===== src/logic/servo_mode_pkg.sv =====
// Purpose: Shared constants and types for the servo operation-mode control
// Assumes: Parameter words are four hex digits, as entered on the amplifier
// Notes: Parameter No.1 carries direction in the low digit, feed factor above it
package servo_mode_pkg;

  localparam int SYNC_WIDTH = 8;
  localparam int POS_WIDTH = 36;
  localparam int DATA_WIDTH = 24;
  localparam int SPEED_WIDTH = 16;

  // Digit fields of a parameter word
  localparam int DIGIT0_LSB = 0;
  localparam int DIGIT1_LSB = 4;
  localparam int DIGIT_WIDTH = 4;

  // Parameter No.0, second digit: command mode
  localparam logic [3:0] CMD_INCREMENTAL = 4'h1;
  // Parameter No.1, low digit: rotation direction
  localparam logic [3:0] DIR_CW_POSITIVE = 4'h1;
  // Parameter No.1, second digit: feed-length factor
  localparam logic [3:0] FEED_X1 = 4'h0;
  localparam logic [3:0] FEED_X10 = 4'h1;
  localparam logic [3:0] FEED_X100 = 4'h2;
  localparam logic [3:0] FEED_X1000 = 4'h3;

  localparam logic [10:0] FACTOR_1 = 11'h001;
  localparam logic [10:0] FACTOR_10 = 11'h00a;
  localparam logic [10:0] FACTOR_100 = 11'h064;
  localparam logic [10:0] FACTOR_1000 = 11'h3e8;

  // Bit positions of the synchronised discrete inputs
  localparam int IN_FWD = 0;
  localparam int IN_REV = 1;
  localparam int IN_PAUSE = 2;
  localparam int IN_AUTO = 3;
  localparam int IN_PROG_LSB = 4;
  localparam int PROG_WIDTH = 4;

  localparam logic [SPEED_WIDTH-1:0] SPEED_ZERO = 16'h0000;
  localparam logic [POS_WIDTH-1:0] POS_ZERO = 36'h000000000;

  typedef enum {
    ST_IDLE,
    ST_AUTO_RUN,
    ST_PAUSE_DECEL,
    ST_PAUSED,
    ST_JOG,
    ST_JOG_STOP
  } mode_state_e;

  // One point entry as handed over by the program sequencer
  typedef struct packed {
    logic signed [DATA_WIDTH-1:0] position_data;
    logic [SPEED_WIDTH-1:0] speed;
    logic [15:0] accel_time;
    logic [15:0] decel_time;
  } move_entry_s;

  // Parameter words that steer the block
  typedef struct packed {
    logic [15:0] command_mode;
    logic [15:0] direction_feed;
    logic [15:0] jog_speed;
    logic [15:0] jog_time_constant;
    logic [15:0] accel_decel_time_setting;
  } servo_params_s;

  // Discrete inputs from the terminal block, shorted to the common is high
  typedef struct packed {
    logic [PROG_WIDTH-1:0] program_number_select;
    logic auto_manual_select;
    logic pause_restart_input;
    logic reverse_start_input;
    logic forward_start_input;
  } discrete_in_s;

endpackage : servo_mode_pkg


===== src/logic/servo_operation_mode_control.sv =====
// Purpose: Automatic and jog operation-mode control of a single positioning axis
// Assumes: Discrete inputs arrive asynchronous; move entries and parameters are on ref_clk
// Notes: Speed is in position units per clock; position counts command units
// Overview of operation
// - Command-mode digit 1 means incremental moves, otherwise absolute targets.
// - Absolute mode: positive travel is clockwise when direction digit is 1.
// - Incremental mode: same mapping, negative data turns opposite; default reverses both.
// - Travel equals position data times factor 1, 10, 100 or 1000.
// - Pause during automatic run decelerates with the running entry's deceleration time.
// - Pause again after a temporary stop resumes and finishes the remaining distance.
// - Forward and reverse starts are ignored while temporarily stopped.
// - Switching to manual while temporarily stopped discards the remaining distance.
// - Pause input is ignored during zeroing and jog.
// - Open mode select means manual; program select inputs then count as invalid.
// - Forward start held in manual jogs at jog speed with parameter 14 ramp, or parameter 40 when 14 is zero.
// - Reverse start jogs opposite to forward; direction digit 1 makes forward clockwise.
// - Jog applies the time setting held in parameter 14, or parameter 40 when 14 is zero.
`timescale 1ns/1ps
module servo_operation_mode_control (
  input wire logic ref_clk,
  input wire logic sys_rst,
  input wire servo_mode_pkg::discrete_in_s terminals,
  input wire logic zeroing_busy,
  input wire servo_mode_pkg::servo_params_s params,
  input wire servo_mode_pkg::move_entry_s entry,
  output logic [servo_mode_pkg::SPEED_WIDTH-1:0] motor_speed,
  output logic rotate_cw,
  output logic signed [servo_mode_pkg::POS_WIDTH-1:0] command_position,
  output logic [servo_mode_pkg::POS_WIDTH-1:0] remaining_distance,
  output logic [15:0] active_time_constant,
  output logic [servo_mode_pkg::PROG_WIDTH-1:0] running_program,
  output logic program_select_valid,
  output logic auto_mode,
  output logic temporary_stop,
  output logic jog_active,
  output logic move_complete_output
);
  import servo_mode_pkg::*;

  function automatic logic [10:0] feed_factor(input logic [3:0] digit);
    case (digit)
      FEED_X10: feed_factor = FACTOR_10;
      FEED_X100: feed_factor = FACTOR_100;
      FEED_X1000: feed_factor = FACTOR_1000;
      default: feed_factor = FACTOR_1;
    endcase
  endfunction : feed_factor

  // Full-scale negative cannot occur: the widest product stays far below it
  function automatic logic [POS_WIDTH-1:0] magnitude(input logic signed [POS_WIDTH-1:0] v);
    magnitude = v[POS_WIDTH-1] ? POS_WIDTH'(-v) : v;
  endfunction : magnitude

  logic [SYNC_WIDTH-1:0] sync_in;
  logic [SYNC_WIDTH-1:0] sync_prev;
  mode_state_e state;
  mode_state_e next_state;
  logic move_positive;
  logic [15:0] ramp_rate;
  logic [15:0] entry_accel;
  logic [15:0] entry_decel;
  logic [SPEED_WIDTH-1:0] entry_speed;
  logic [SPEED_WIDTH-1:0] ramp_speed;
  logic [SPEED_WIDTH-1:0] target_speed;

  input_sync #(
    .WIDTH(SYNC_WIDTH)
  ) u_sync (
    .ref_clk(ref_clk),
    .sys_rst(sys_rst),
    .async_in(terminals),
    .sync_out(sync_in)
  );

  wire fwd = sync_in[IN_FWD];
  wire rev = sync_in[IN_REV];
  wire in_auto = sync_in[IN_AUTO];
  wire fwd_rise = fwd && !sync_prev[IN_FWD];
  wire pause_rise = sync_in[IN_PAUSE] && !sync_prev[IN_PAUSE];
  wire [PROG_WIDTH-1:0] prog_sel = sync_in[IN_PROG_LSB +: PROG_WIDTH];

  // Parameter decode
  wire [3:0] mode_digit = params.command_mode[DIGIT1_LSB +: DIGIT_WIDTH];
  wire [3:0] dir_digit = params.direction_feed[DIGIT0_LSB +: DIGIT_WIDTH];
  wire [3:0] feed_digit = params.direction_feed[DIGIT1_LSB +: DIGIT_WIDTH];
  wire incremental = (mode_digit == CMD_INCREMENTAL);
  wire dir_cw = (dir_digit == DIR_CW_POSITIVE);

  // Travel of a new entry; the product is kept wide enough for 1000 times full scale
  wire signed [POS_WIDTH-1:0] data_ext = POS_WIDTH'(entry.position_data);
  wire signed [POS_WIDTH-1:0] factor_ext = POS_WIDTH'(feed_factor(feed_digit));
  wire signed [POS_WIDTH-1:0] scaled = POS_WIDTH'(data_ext * factor_ext);
  wire signed [POS_WIDTH-1:0] delta = incremental ? scaled : POS_WIDTH'(scaled - command_position);
  wire [POS_WIDTH-1:0] delta_mag = magnitude(delta);
  wire delta_positive = !delta[POS_WIDTH-1];

  // Jog time: parameter 14 when set, parameter 40 as the fallback
  wire [15:0] jog_rate = (params.accel_decel_time_setting != 16'h0000) ?
    params.accel_decel_time_setting : params.jog_time_constant;

  // Step of this cycle, clipped so the remaining distance never goes negative
  wire [POS_WIDTH-1:0] speed_ext = POS_WIDTH'(ramp_speed);
  wire auto_moving = (state == ST_AUTO_RUN) || (state == ST_PAUSE_DECEL);
  wire in_jog = (state == ST_JOG) || (state == ST_JOG_STOP);
  wire moving = auto_moving || in_jog;
  wire [POS_WIDTH-1:0] auto_step = (speed_ext > remaining_distance) ? remaining_distance : speed_ext;
  wire [POS_WIDTH-1:0] step = auto_moving ? auto_step : speed_ext;
  wire [POS_WIDTH-1:0] next_remaining = remaining_distance - (auto_moving ? auto_step : POS_ZERO);
  wire signed [POS_WIDTH-1:0] next_position = move_positive ?
    POS_WIDTH'(command_position + step) : POS_WIDTH'(command_position - step);
  wire arrived = (state == ST_AUTO_RUN) && (next_remaining == POS_ZERO);
  wire ramp_stopped = (ramp_speed == SPEED_ZERO);
  wire ramp_halt = arrived || (state == ST_IDLE) || (state == ST_PAUSED);
  // Jog stop ends only once the ramp has come down to zero
  wire jog_done = (state == ST_JOG_STOP) && ramp_stopped;

  speed_ramp u_ramp (
    .ref_clk(ref_clk),
    .sys_rst(sys_rst),
    .halt(ramp_halt),
    .target_speed(target_speed),
    .rate(ramp_rate),
    .speed(ramp_speed)
  );

  always_comb
  begin
    next_state = state;
    case (state)
      ST_IDLE:
      begin
        if (in_auto && fwd_rise && !zeroing_busy)
          next_state = ST_AUTO_RUN;
        else if (!in_auto && !zeroing_busy && (fwd || rev))
          next_state = ST_JOG;
      end
      ST_AUTO_RUN:
      begin
        if (arrived)
          next_state = ST_IDLE;
        else if (pause_rise)
          next_state = ST_PAUSE_DECEL;
      end
      ST_PAUSE_DECEL:
      begin
        if (next_remaining == POS_ZERO)
          next_state = ST_IDLE;
        else if (ramp_stopped)
          next_state = ST_PAUSED;
      end
      ST_PAUSED:
      begin
        // Start inputs are not looked at here
        if (!in_auto)
          next_state = ST_IDLE;
        else if (pause_rise)
          next_state = ST_AUTO_RUN;
      end
      ST_JOG:
      begin
        // Pause is not looked at while jogging
        if (!(move_positive ? fwd : rev) || in_auto)
          next_state = ST_JOG_STOP;
      end
      ST_JOG_STOP:
      begin
        if (ramp_stopped)
          next_state = ST_IDLE;
      end
      default: next_state = ST_IDLE;
    endcase
  end

  always_comb
  begin
    target_speed = SPEED_ZERO;
    ramp_rate = entry_accel;
    case (state)
      ST_AUTO_RUN:
      begin
        target_speed = entry_speed;
        ramp_rate = entry_accel;
      end
      ST_PAUSE_DECEL: ramp_rate = entry_decel;
      ST_JOG:
      begin
        target_speed = params.jog_speed;
        ramp_rate = jog_rate;
      end
      ST_JOG_STOP: ramp_rate = jog_rate;
      default: ramp_rate = entry_accel;
    endcase
  end

  wire start_auto = (state == ST_IDLE) && (next_state == ST_AUTO_RUN);
  wire start_jog = (state == ST_IDLE) && (next_state == ST_JOG);
  wire discard = (state == ST_PAUSED) && (next_state == ST_IDLE);

  // State register and the edge-detect history
  always_ff @(posedge ref_clk)
  begin
    if (sys_rst)
    begin
      state <= ST_IDLE;
      sync_prev <= '0;
    end
    else
    begin
      state <= next_state;
      sync_prev <= sync_in;
    end
  end

  // Entry timing and program number are caught only on an automatic start
  always_ff @(posedge ref_clk)
  begin
    if (sys_rst)
    begin
      running_program <= '0;
      entry_accel <= 16'h0000;
      entry_decel <= 16'h0000;
      entry_speed <= SPEED_ZERO;
    end
    else if (start_auto)
    begin
      running_program <= prog_sel;
      entry_accel <= entry.accel_time;
      entry_decel <= entry.decel_time;
      entry_speed <= entry.speed;
    end
  end

  // Direction is fixed at the start and kept through a pause
  always_ff @(posedge ref_clk)
  begin
    if (sys_rst)
      move_positive <= 1'b1;
    else if (start_auto)
      move_positive <= delta_positive;
    else if (start_jog)
      move_positive <= fwd;
  end

  // A discard takes the place of a step and clears only the remaining distance; the command position is kept
  always_ff @(posedge ref_clk)
  begin
    if (sys_rst)
    begin
      remaining_distance <= POS_ZERO;
      command_position <= POS_ZERO;
    end
    else if (start_auto)
      remaining_distance <= delta_mag;
    else if (discard)
      remaining_distance <= POS_ZERO;
    else if (moving)
    begin
      remaining_distance <= next_remaining;
      command_position <= next_position;
    end
  end

  // Set wins over clear; a start and a finish never share a cycle anyway
  always_ff @(posedge ref_clk)
  begin
    if (sys_rst)
      move_complete_output <= 1'b0;
    else if (arrived || jog_done)
      move_complete_output <= 1'b1;
    else if (start_auto || start_jog)
      move_complete_output <= 1'b0;
  end

  // Output stage; everything leaves through a flip-flop
  always_ff @(posedge ref_clk)
  begin
    if (sys_rst)
    begin
      motor_speed <= SPEED_ZERO;
      rotate_cw <= 1'b0;
      active_time_constant <= 16'h0000;
      program_select_valid <= 1'b0;
      auto_mode <= 1'b0;
      temporary_stop <= 1'b0;
      jog_active <= 1'b0;
    end
    else
    begin
      motor_speed <= ramp_speed;
      // Positive travel turns clockwise only with direction digit 1
      rotate_cw <= (move_positive == dir_cw);
      active_time_constant <= ramp_rate;
      program_select_valid <= in_auto;
      auto_mode <= in_auto;
      temporary_stop <= (state == ST_PAUSED);
      jog_active <= in_jog;
    end
  end

endmodule : servo_operation_mode_control


===== src/logic/input_sync.sv =====
// Purpose: Two-stage synchroniser for the discrete terminal inputs
// Assumes: Inputs are slow switch levels, no debounce needed beyond sampling
// Notes: First stage feeds only the second stage
`timescale 1ns/1ps
module input_sync #(
  parameter int WIDTH = 8
) (
  input wire logic ref_clk,
  input wire logic sys_rst,
  input wire logic [WIDTH-1:0] async_in,
  output logic [WIDTH-1:0] sync_out
);

  logic [WIDTH-1:0] stage1;

  always_ff @(posedge ref_clk)
  begin
    if (sys_rst)
    begin
      stage1 <= '0;
      sync_out <= '0;
    end
    else
    begin
      stage1 <= async_in;
      sync_out <= stage1;
    end
  end

endmodule : input_sync


===== src/logic/speed_ramp.sv =====
// Purpose: Linear speed ramp toward a target speed
// Assumes: Rate plus one is clock cycles per unit of speed change, zero means one unit per clock
// Notes: Halt drops speed at once; used when the motion is done, and in pause where the ramp has already stopped
`timescale 1ns/1ps
module speed_ramp (
  input wire logic ref_clk,
  input wire logic sys_rst,
  input wire logic halt,
  input wire logic [servo_mode_pkg::SPEED_WIDTH-1:0] target_speed,
  input wire logic [15:0] rate,
  output logic [servo_mode_pkg::SPEED_WIDTH-1:0] speed
);
  import servo_mode_pkg::*;

  logic [15:0] tick_count;
  wire tick = (tick_count >= rate);
  wire rising = (speed < target_speed);
  wire falling = (speed > target_speed);
  wire [SPEED_WIDTH-1:0] speed_up = speed + 16'h0001;
  wire [SPEED_WIDTH-1:0] speed_down = speed - 16'h0001;

  always_ff @(posedge ref_clk)
  begin
    if (sys_rst || halt)
    begin
      speed <= SPEED_ZERO;
      tick_count <= 16'h0000;
    end
    else
    begin
      tick_count <= (tick || !(rising || falling)) ? 16'h0000 : tick_count + 16'h0001;
      if (tick && rising)
        speed <= speed_up;
      else if (tick && falling)
        speed <= speed_down;
    end
  end

endmodule : speed_ramp


===== config.mk =====
export PLATFORM = sky130hd
export DESIGN_NAME = servo_operation_mode_control
export DESIGN_NICKNAME = d
export VERILOG_FILES = /design/src/logic/servo_mode_pkg.sv /design/src/logic/servo_operation_mode_control.sv /design/src/logic/input_sync.sv /design/src/logic/speed_ramp.sv
export SDC_FILE = /design/constraint.sdc
export NUM_CORES = 1
export LEC_CHECK = 0
export BUFFER_PORTS_ARGS = -buffer_cell sky130_fd_sc_hd__buf_4
export CORE_ASPECT_RATIO = 0.7
export CORE_MARGIN = 2
export CORE_UTILIZATION = 25
export DETAILED_ROUTE_END_ITERATION = 6
export GPL_TIMING_DRIVEN = 0
export RECOVER_POWER = 50
export SLEW_MARGIN = 20
export SYNTH_ARGS = -nofsm -noshare
export SYNTH_HDL_FRONTEND = slang
export SYNTH_SLANG_ARGS = --single-unit

===== constraint.sdc =====
create_clock -name ref_clk -period 22.5 [get_ports ref_clk]
set_clock_uncertainty 0.1 [all_clocks]
set_input_delay 0 -clock ref_clk [delete_from_list [all_inputs] [get_ports ref_clk]]
set_output_delay 0 -clock ref_clk [all_outputs]
set_load 0.02 [all_outputs]

Yosys cells after proc, flatten, opt, wreduce, memory -nomap -nowiden --
Cells that the tools add are included.
Word-level totals: output and inout port bits 114, input bits 163, register bits 245, word-level logic and storage cells 129
Operators by class: reductions and logical operators 45, bitwise operators 2, $mul 1, equal/unequal tests 18, order comparisons 4, muxes and demuxes 31, $add $sub $neg 8
Operator list (number):
- 36-bit 2-to-1 mux | 9
- 32-bit 2-to-1 mux | 10
- 32-bit case mux with 6 select lines | 1
- 32-bit by 2-bit == test with 1-bit output (second input constant) | 4
- 32-bit by 3-bit == test with 1-bit output (second input constant) | 4
- 36-bit subtractor | 3
- 32-bit by 4-bit == test with 1-bit output (second input constant) | 3
- 32-bit logical NOT | 3
- 16-bit case mux with 2 select lines | 2
- 16-bit 2-to-1 mux | 3
- 36-bit adder | 1
- 16-bit by 36-bit greater-than comparator with 1-bit output | 1
- 36-bit logical NOT | 1
- 36-bit negator | 1
- 24-bit by 11-bit multiplier with 35-bit output | 1
- 16-bit by 1-bit adder with 16-bit output (second input constant) | 2
- 32-bit by 1-bit == test with 1-bit output (second input constant) | 1
- 10-bit case mux with 3 select lines | 1
- 16-bit >= comparator | 1
- 16-bit greater-than comparator | 1
- 16-bit logical NOT | 1
- 16-bit less-than comparator | 1
- 16-bit nonzero test | 1
- 16-bit by 1-bit subtractor with 16-bit output (second input constant) | 1
- 12 further kinds | 52

Logic depth before layout (Yosys ltp) --
depth in word-level cells 13, gate-level depth with buffers 36, gate-level depth less buffers 33

By module --
A second synthesis with hierarchy kept.
Unflattened totals: cell total of the unflattened synthesis 3419, area total of the unflattened synthesis 26972.1 um2
Modules (own cells, without submodules):
- servo_operation_mode_control | area each 23739.0 um2, cells each 3034, seq. area each 3923.8 um2, times used 1
- speed_ramp | area each 2768.9 um2, cells each 352, seq. area each 640.6 um2, times used 1
- input_sync | area each 464.2 um2, cells each 33, seq. area each 320.3 um2, times used 1

Worst setup path after synthesis --
Ideal clock, no wire load.
path type input to register, start point input port params[55] in the netlist's numbering, end point register remaining_distance[25] in the netlist's numbering, data required time 22280 ps, buffers on the path 6, arrival 8398 ps, stages 34, path slack 13883 ps, setup time 120 ps, cell sequence nor3b_1 > clkbuf_1 > clkbuf_1 > nand3_1 > fa_1 > inv_1 > fa_1 > fa_1 > fa_1 > inv_1 > fa_1 > inv_1 > ha_1 > clkbuf_1 > o21a_1 > o21a_1 > nand3_1 > o21ai_0 > a31oi_1 > xnor2_1 > ha_1 > clkbuf_1 > a21oi_1 > o21ai_0 > a221oi_1 > o21ai_0 > a2111o_1 > a31o_2 > a31o_2 > clkbuf_1 > nand2_1 > clkbuf_1 > o21ai_0 > a211o_1
Between the ends: cells in the longest elaborated chain, start to end 8, elaborated cells on any way between the ends 10, those cells by class add/sub (2); mul (1); eq/ne (3); mux (4)
Ends and longest elaborated chain:
- from (decl) | line servo_operation_mode_control.sv:24 | input wire servo_mode_pkg::servo_params_s params,
- 4-bit by 2-bit == test with 1-bit output / 4-bit by 1-bit == test with 1-bit output (equally long branches) | line servo_operation_mode_control.sv:41 | case (digit)
- 10-bit case mux with 3 select lines (*) | line servo_operation_mode_control.sv:41
- 24-bit by 11-bit multiplier with 35-bit output (*) | line servo_operation_mode_control.sv:92 | wire signed [POS_WIDTH-1:0] scaled = POS_WIDTH'(data_ext * factor_ext);
- 36-bit subtractor | line servo_operation_mode_control.sv:93 | wire signed [POS_WIDTH-1:0] delta = incremental ? scaled : POS_WIDTH'(scaled - command_position);
- 36-bit 2-to-1 mux (*) | line servo_operation_mode_control.sv:93
- 36-bit negator | line servo_operation_mode_control.sv:51 | magnitude = v[POS_WIDTH-1] ? POS_WIDTH'(-v) : v;
- 36-bit 2-to-1 mux (*) | line servo_operation_mode_control.sv:51
- 36-bit 2-to-1 mux (*) | line servo_operation_mode_control.sv:252 | else if (start_auto)
- to (signal assigned) | line servo_operation_mode_control.sv:253 | remaining_distance <= delta_mag;
- to (signal assigned) | line servo_operation_mode_control.sv:258 | remaining_distance <= next_remaining;
- to (decl) | line servo_operation_mode_control.sv:29 | output logic [servo_mode_pkg::POS_WIDTH-1:0] remaining_distance,
Every way passes the cells marked *; elsewhere a longest branch is shown, timed or not. A chain may end at the register's enable or synchronous reset.

Worst setup path in the final report --
start point input port params[55] in the netlist's numbering, end point register remaining_distance[24] in the netlist's numbering
The elaborated chain is that of the path after synthesis.

==> impl_metrics.tcl <==
set metrics [dict create \
    rsz0062_at_grt "no" \
    avgRoutedWirePerCell_um 19.45 \
    port_buffers 254 \
    arrival_ns 11.65 \
    p_int_mw 1.407 \
    final-setup-viol-count 0 \
    path_clk_slew_ns 0.07 \
    gp_congestion 0.9560 \
    cap_violations 0 \
    layout-drive-gt1-share_pct 6.617 \
    synth.top_cell.area_share_pct 17.43 \
    antenna_found_initial 2 \
    cts-buffers-inserted 27 \
    relSlewSlack_pct 26.79 \
    p_sw_share_pct 48.46 \
    min_period_over_period_pct 49.97 \
    initial_core_util_pct 25.27 \
    fmaxAchievable_mhz 88.94 \
    start_kind "input pin" \
    drt_iter0_drc 2668 \
    track_usage_pct 18.17 \
    post-cts-setup-buffers 0 \
    drc 0 \
    max_stage_delay_ns 0.63 \
    powerDensity_mw_per_mm2 81.31 \
    finalCriticalPeriod_ns 11.24 \
    synth-seq-area-share_pct 17.43 \
    ant_nets 0 \
    seqPwrFrac_pct 18.6 \
    yosys_warnings 0 \
    ir_drop_v 0.00006672 \
    rrSetupSlack_ns 13.62 \
    clock_tree.root_cell "clkbuf_16" \
    pwr-share-clk_pct 20.0 \
    stdcell_area_mm2 0.03358 \
    crit_fanout 10 \
    grt_first_pass_wirelength_um 162500 \
    die_h_um 284.1 \
    vias_per_cell 5.107 \
    netlist_area_mm2 0.02802 \
    worstSetupEndpointType "register" \
    synth_flop_cell "dfxtp_1" \
    avgSynthCellArea_um2 7.741 \
    cts.sinks 244 \
    drt_wl_total_um 107400 \
    grt_overflow 0 \
    cts_resized 0 \
    core_area_mm2 0.1109 \
    die_area_mm2 0.1148 \
    htreeDepth 1 \
    p_switching_mw 1.323 \
    cts_max_path_buffers 3 \
    tns_ns 0 \
    ys_seq_elements 244 \
    crit_slowest_cell "clkbuf_1" \
    synthCells 3620 \
    dpl_cell_area_mm2 0.03200 \
    placementRows 102 \
    firstDrtPassIters 6 \
    pre_cts_ws_ns 10.74 \
    synthArstFlopShare_pct 0 \
    finalNetCount 4660 \
    first_global_vias 26879 \
    outcome "finished, final reports clean" \
    hpwl_um 88670 \
    required_ns 22.91 \
    grt_max_degree 16 \
    cts_hold_buffers 91 \
    synth.area.top_cells "dfxtp_1 (17%), fa_1 (13%), ha_1 (12%)" \
    hp-class "in -> reg" \
    tightest_slew_ns 1.093 \
    design.portCount 277 \
    worstSkewPairLatency_ns 0.58 \
    syn2layout_area_growth_pct 19.83 \
    synth_area_leader_cell "dfxtp_1" \
    cts_tree "yes" \
    drv_slew 0 \
    synth_cell_types 82 \
    crit_type "in -> reg" \
    hold_violations 0 \
    die_x_um 404.1 \
    finalWorstSetupSlack_ns 11.26 \
    comb_power_share_pct 61.4 \
    vias 28215 \
    worst_hold_slack_ns 0.1192 \
    cpMostUsedCell "fa_1" \
    power.leakage_nw 14.69 \
    synth_edf_count 0 \
]
[through the flow]
| step | utilization (%) | instances | power [mW] |
|---|---|---|---|
| 2_1_floorplan | - | 3667 | 1.653 |
| 3_3_place_gp | 28.79 | 5377 | 2.110 |
| 3_5_place_dp | 28.85 | 5380 | 2.135 |
| 4_1_cts | 30.64 | 5521 | 2.702 |
| 5_1_grt | 30.27 | 5523 | 2.930 |
| 6_report | 30.27 | 5525 | 2.730 |
[final cells by class]
type	count	area [um2]
flip-flops and latches	244	4885
clock buffers	29	703.2
plain buffers	170	650.6
clock inverters	21	370.4
inverters	358	1344
repair buffers	348	2414
multi-input cells	2895	21380
well taps	1456	1822
diodes	4	10.01
fillers	11920	77330
[Yosys cell counts, types with 36 or more instances]
library cell    n
ha_1          268
inv_1         357
o21ai_0       126
nor3_1         80
nor2_1        263
nor2b_1        59
nand2_1       414
xnor2_1       107
fa_1          185
xor2_1         51
clkbuf_1      149
and2_1         88
a21o_1         81
mux2i_1        50
and3_1         36
a21oi_1       307
nand4_1        44
nand3_1       108
dfxtp_1       244
a211oi_1       48
[cell families after synthesis]
family / synth area share [%]
other: 0.02680
adders and majority gates: 25.18
and+or+nand+nor: 22.00
muxes: 2.067
DFF: 17.43
xor gates and xnor gates: 4.939
AOI/OAI and AO/OA: 21.23
buffers and inverters: 7.118
[registers in the layout (all words and copies together) (netlist names), 2 cells and up]
name,cells
active_time_constant,16
command_position,36
entry_accel,16
entry_decel,16
entry_speed,16
motor_speed,16
remaining_distance,36
running_program,4
state,32
sync_prev,2
u_ramp.speed,16
u_ramp.tick_count,16
u_sync.stage1,8
u_sync.sync_out,8
[cells in the final DEF, fill, tap and decap left out, drive strengths merged, types with 51 or more instances in the layout]
cell / instances
nor2b: 59
buf: 164
a21o: 81
a21oi: 308
xor2: 51
dfxtp: 244
inv: 362
ha: 268
dlygate4sd3: 91
and2: 88
o21ai: 129
nand3: 108
fa: 185
xnor2: 107
nor2: 263
nor3: 80
nand2: 414
clkbuf: 292
[worst max-delay path: cells and delay by family]
kind            cells  cell delay, ns
fa+ha+maj           7            3.27
compound gates      8            2.61
buf+inv             8            2.34
xor+xnor            1            0.36
simple gates        9            3.05
[final timing paths]
path                                             start                      to  depth (start not counted)
worst min register to register      u_sync.sync_out[6]      running_program[2]                          2
worst min-delay path                      terminals[5]        u_sync.stage1[5]                          3
worst max register to register  remaining_distance[11]    command_position[34]                         30
worst max-delay path                        params[55]  remaining_distance[24]                         33
[per-layer routing]
metal / vias up / track usage, % / routed length, um
met2: 1125 / 25.03 / 42120
met4: 0 / 3.703 / 2065
li1: 13485 / - / -
met1: 13472 / 26.45 / 49910
met5: - / 0 / 0
met3: 133 / 6.932 / 13350
[power groups by stage]
stage	clock [mW]	combinational [mW]	sequential, mW
final	0.546	1.68	0.507
after global routing	0.570	1.85	0.510
after global placement	0	1.59	0.517
after detailed placement	0	1.62	0.517
after CTS	0.552	1.64	0.508
after floorplan	0	1.16	0.496
Note: power is estimated with default switching activity, not from simulation.
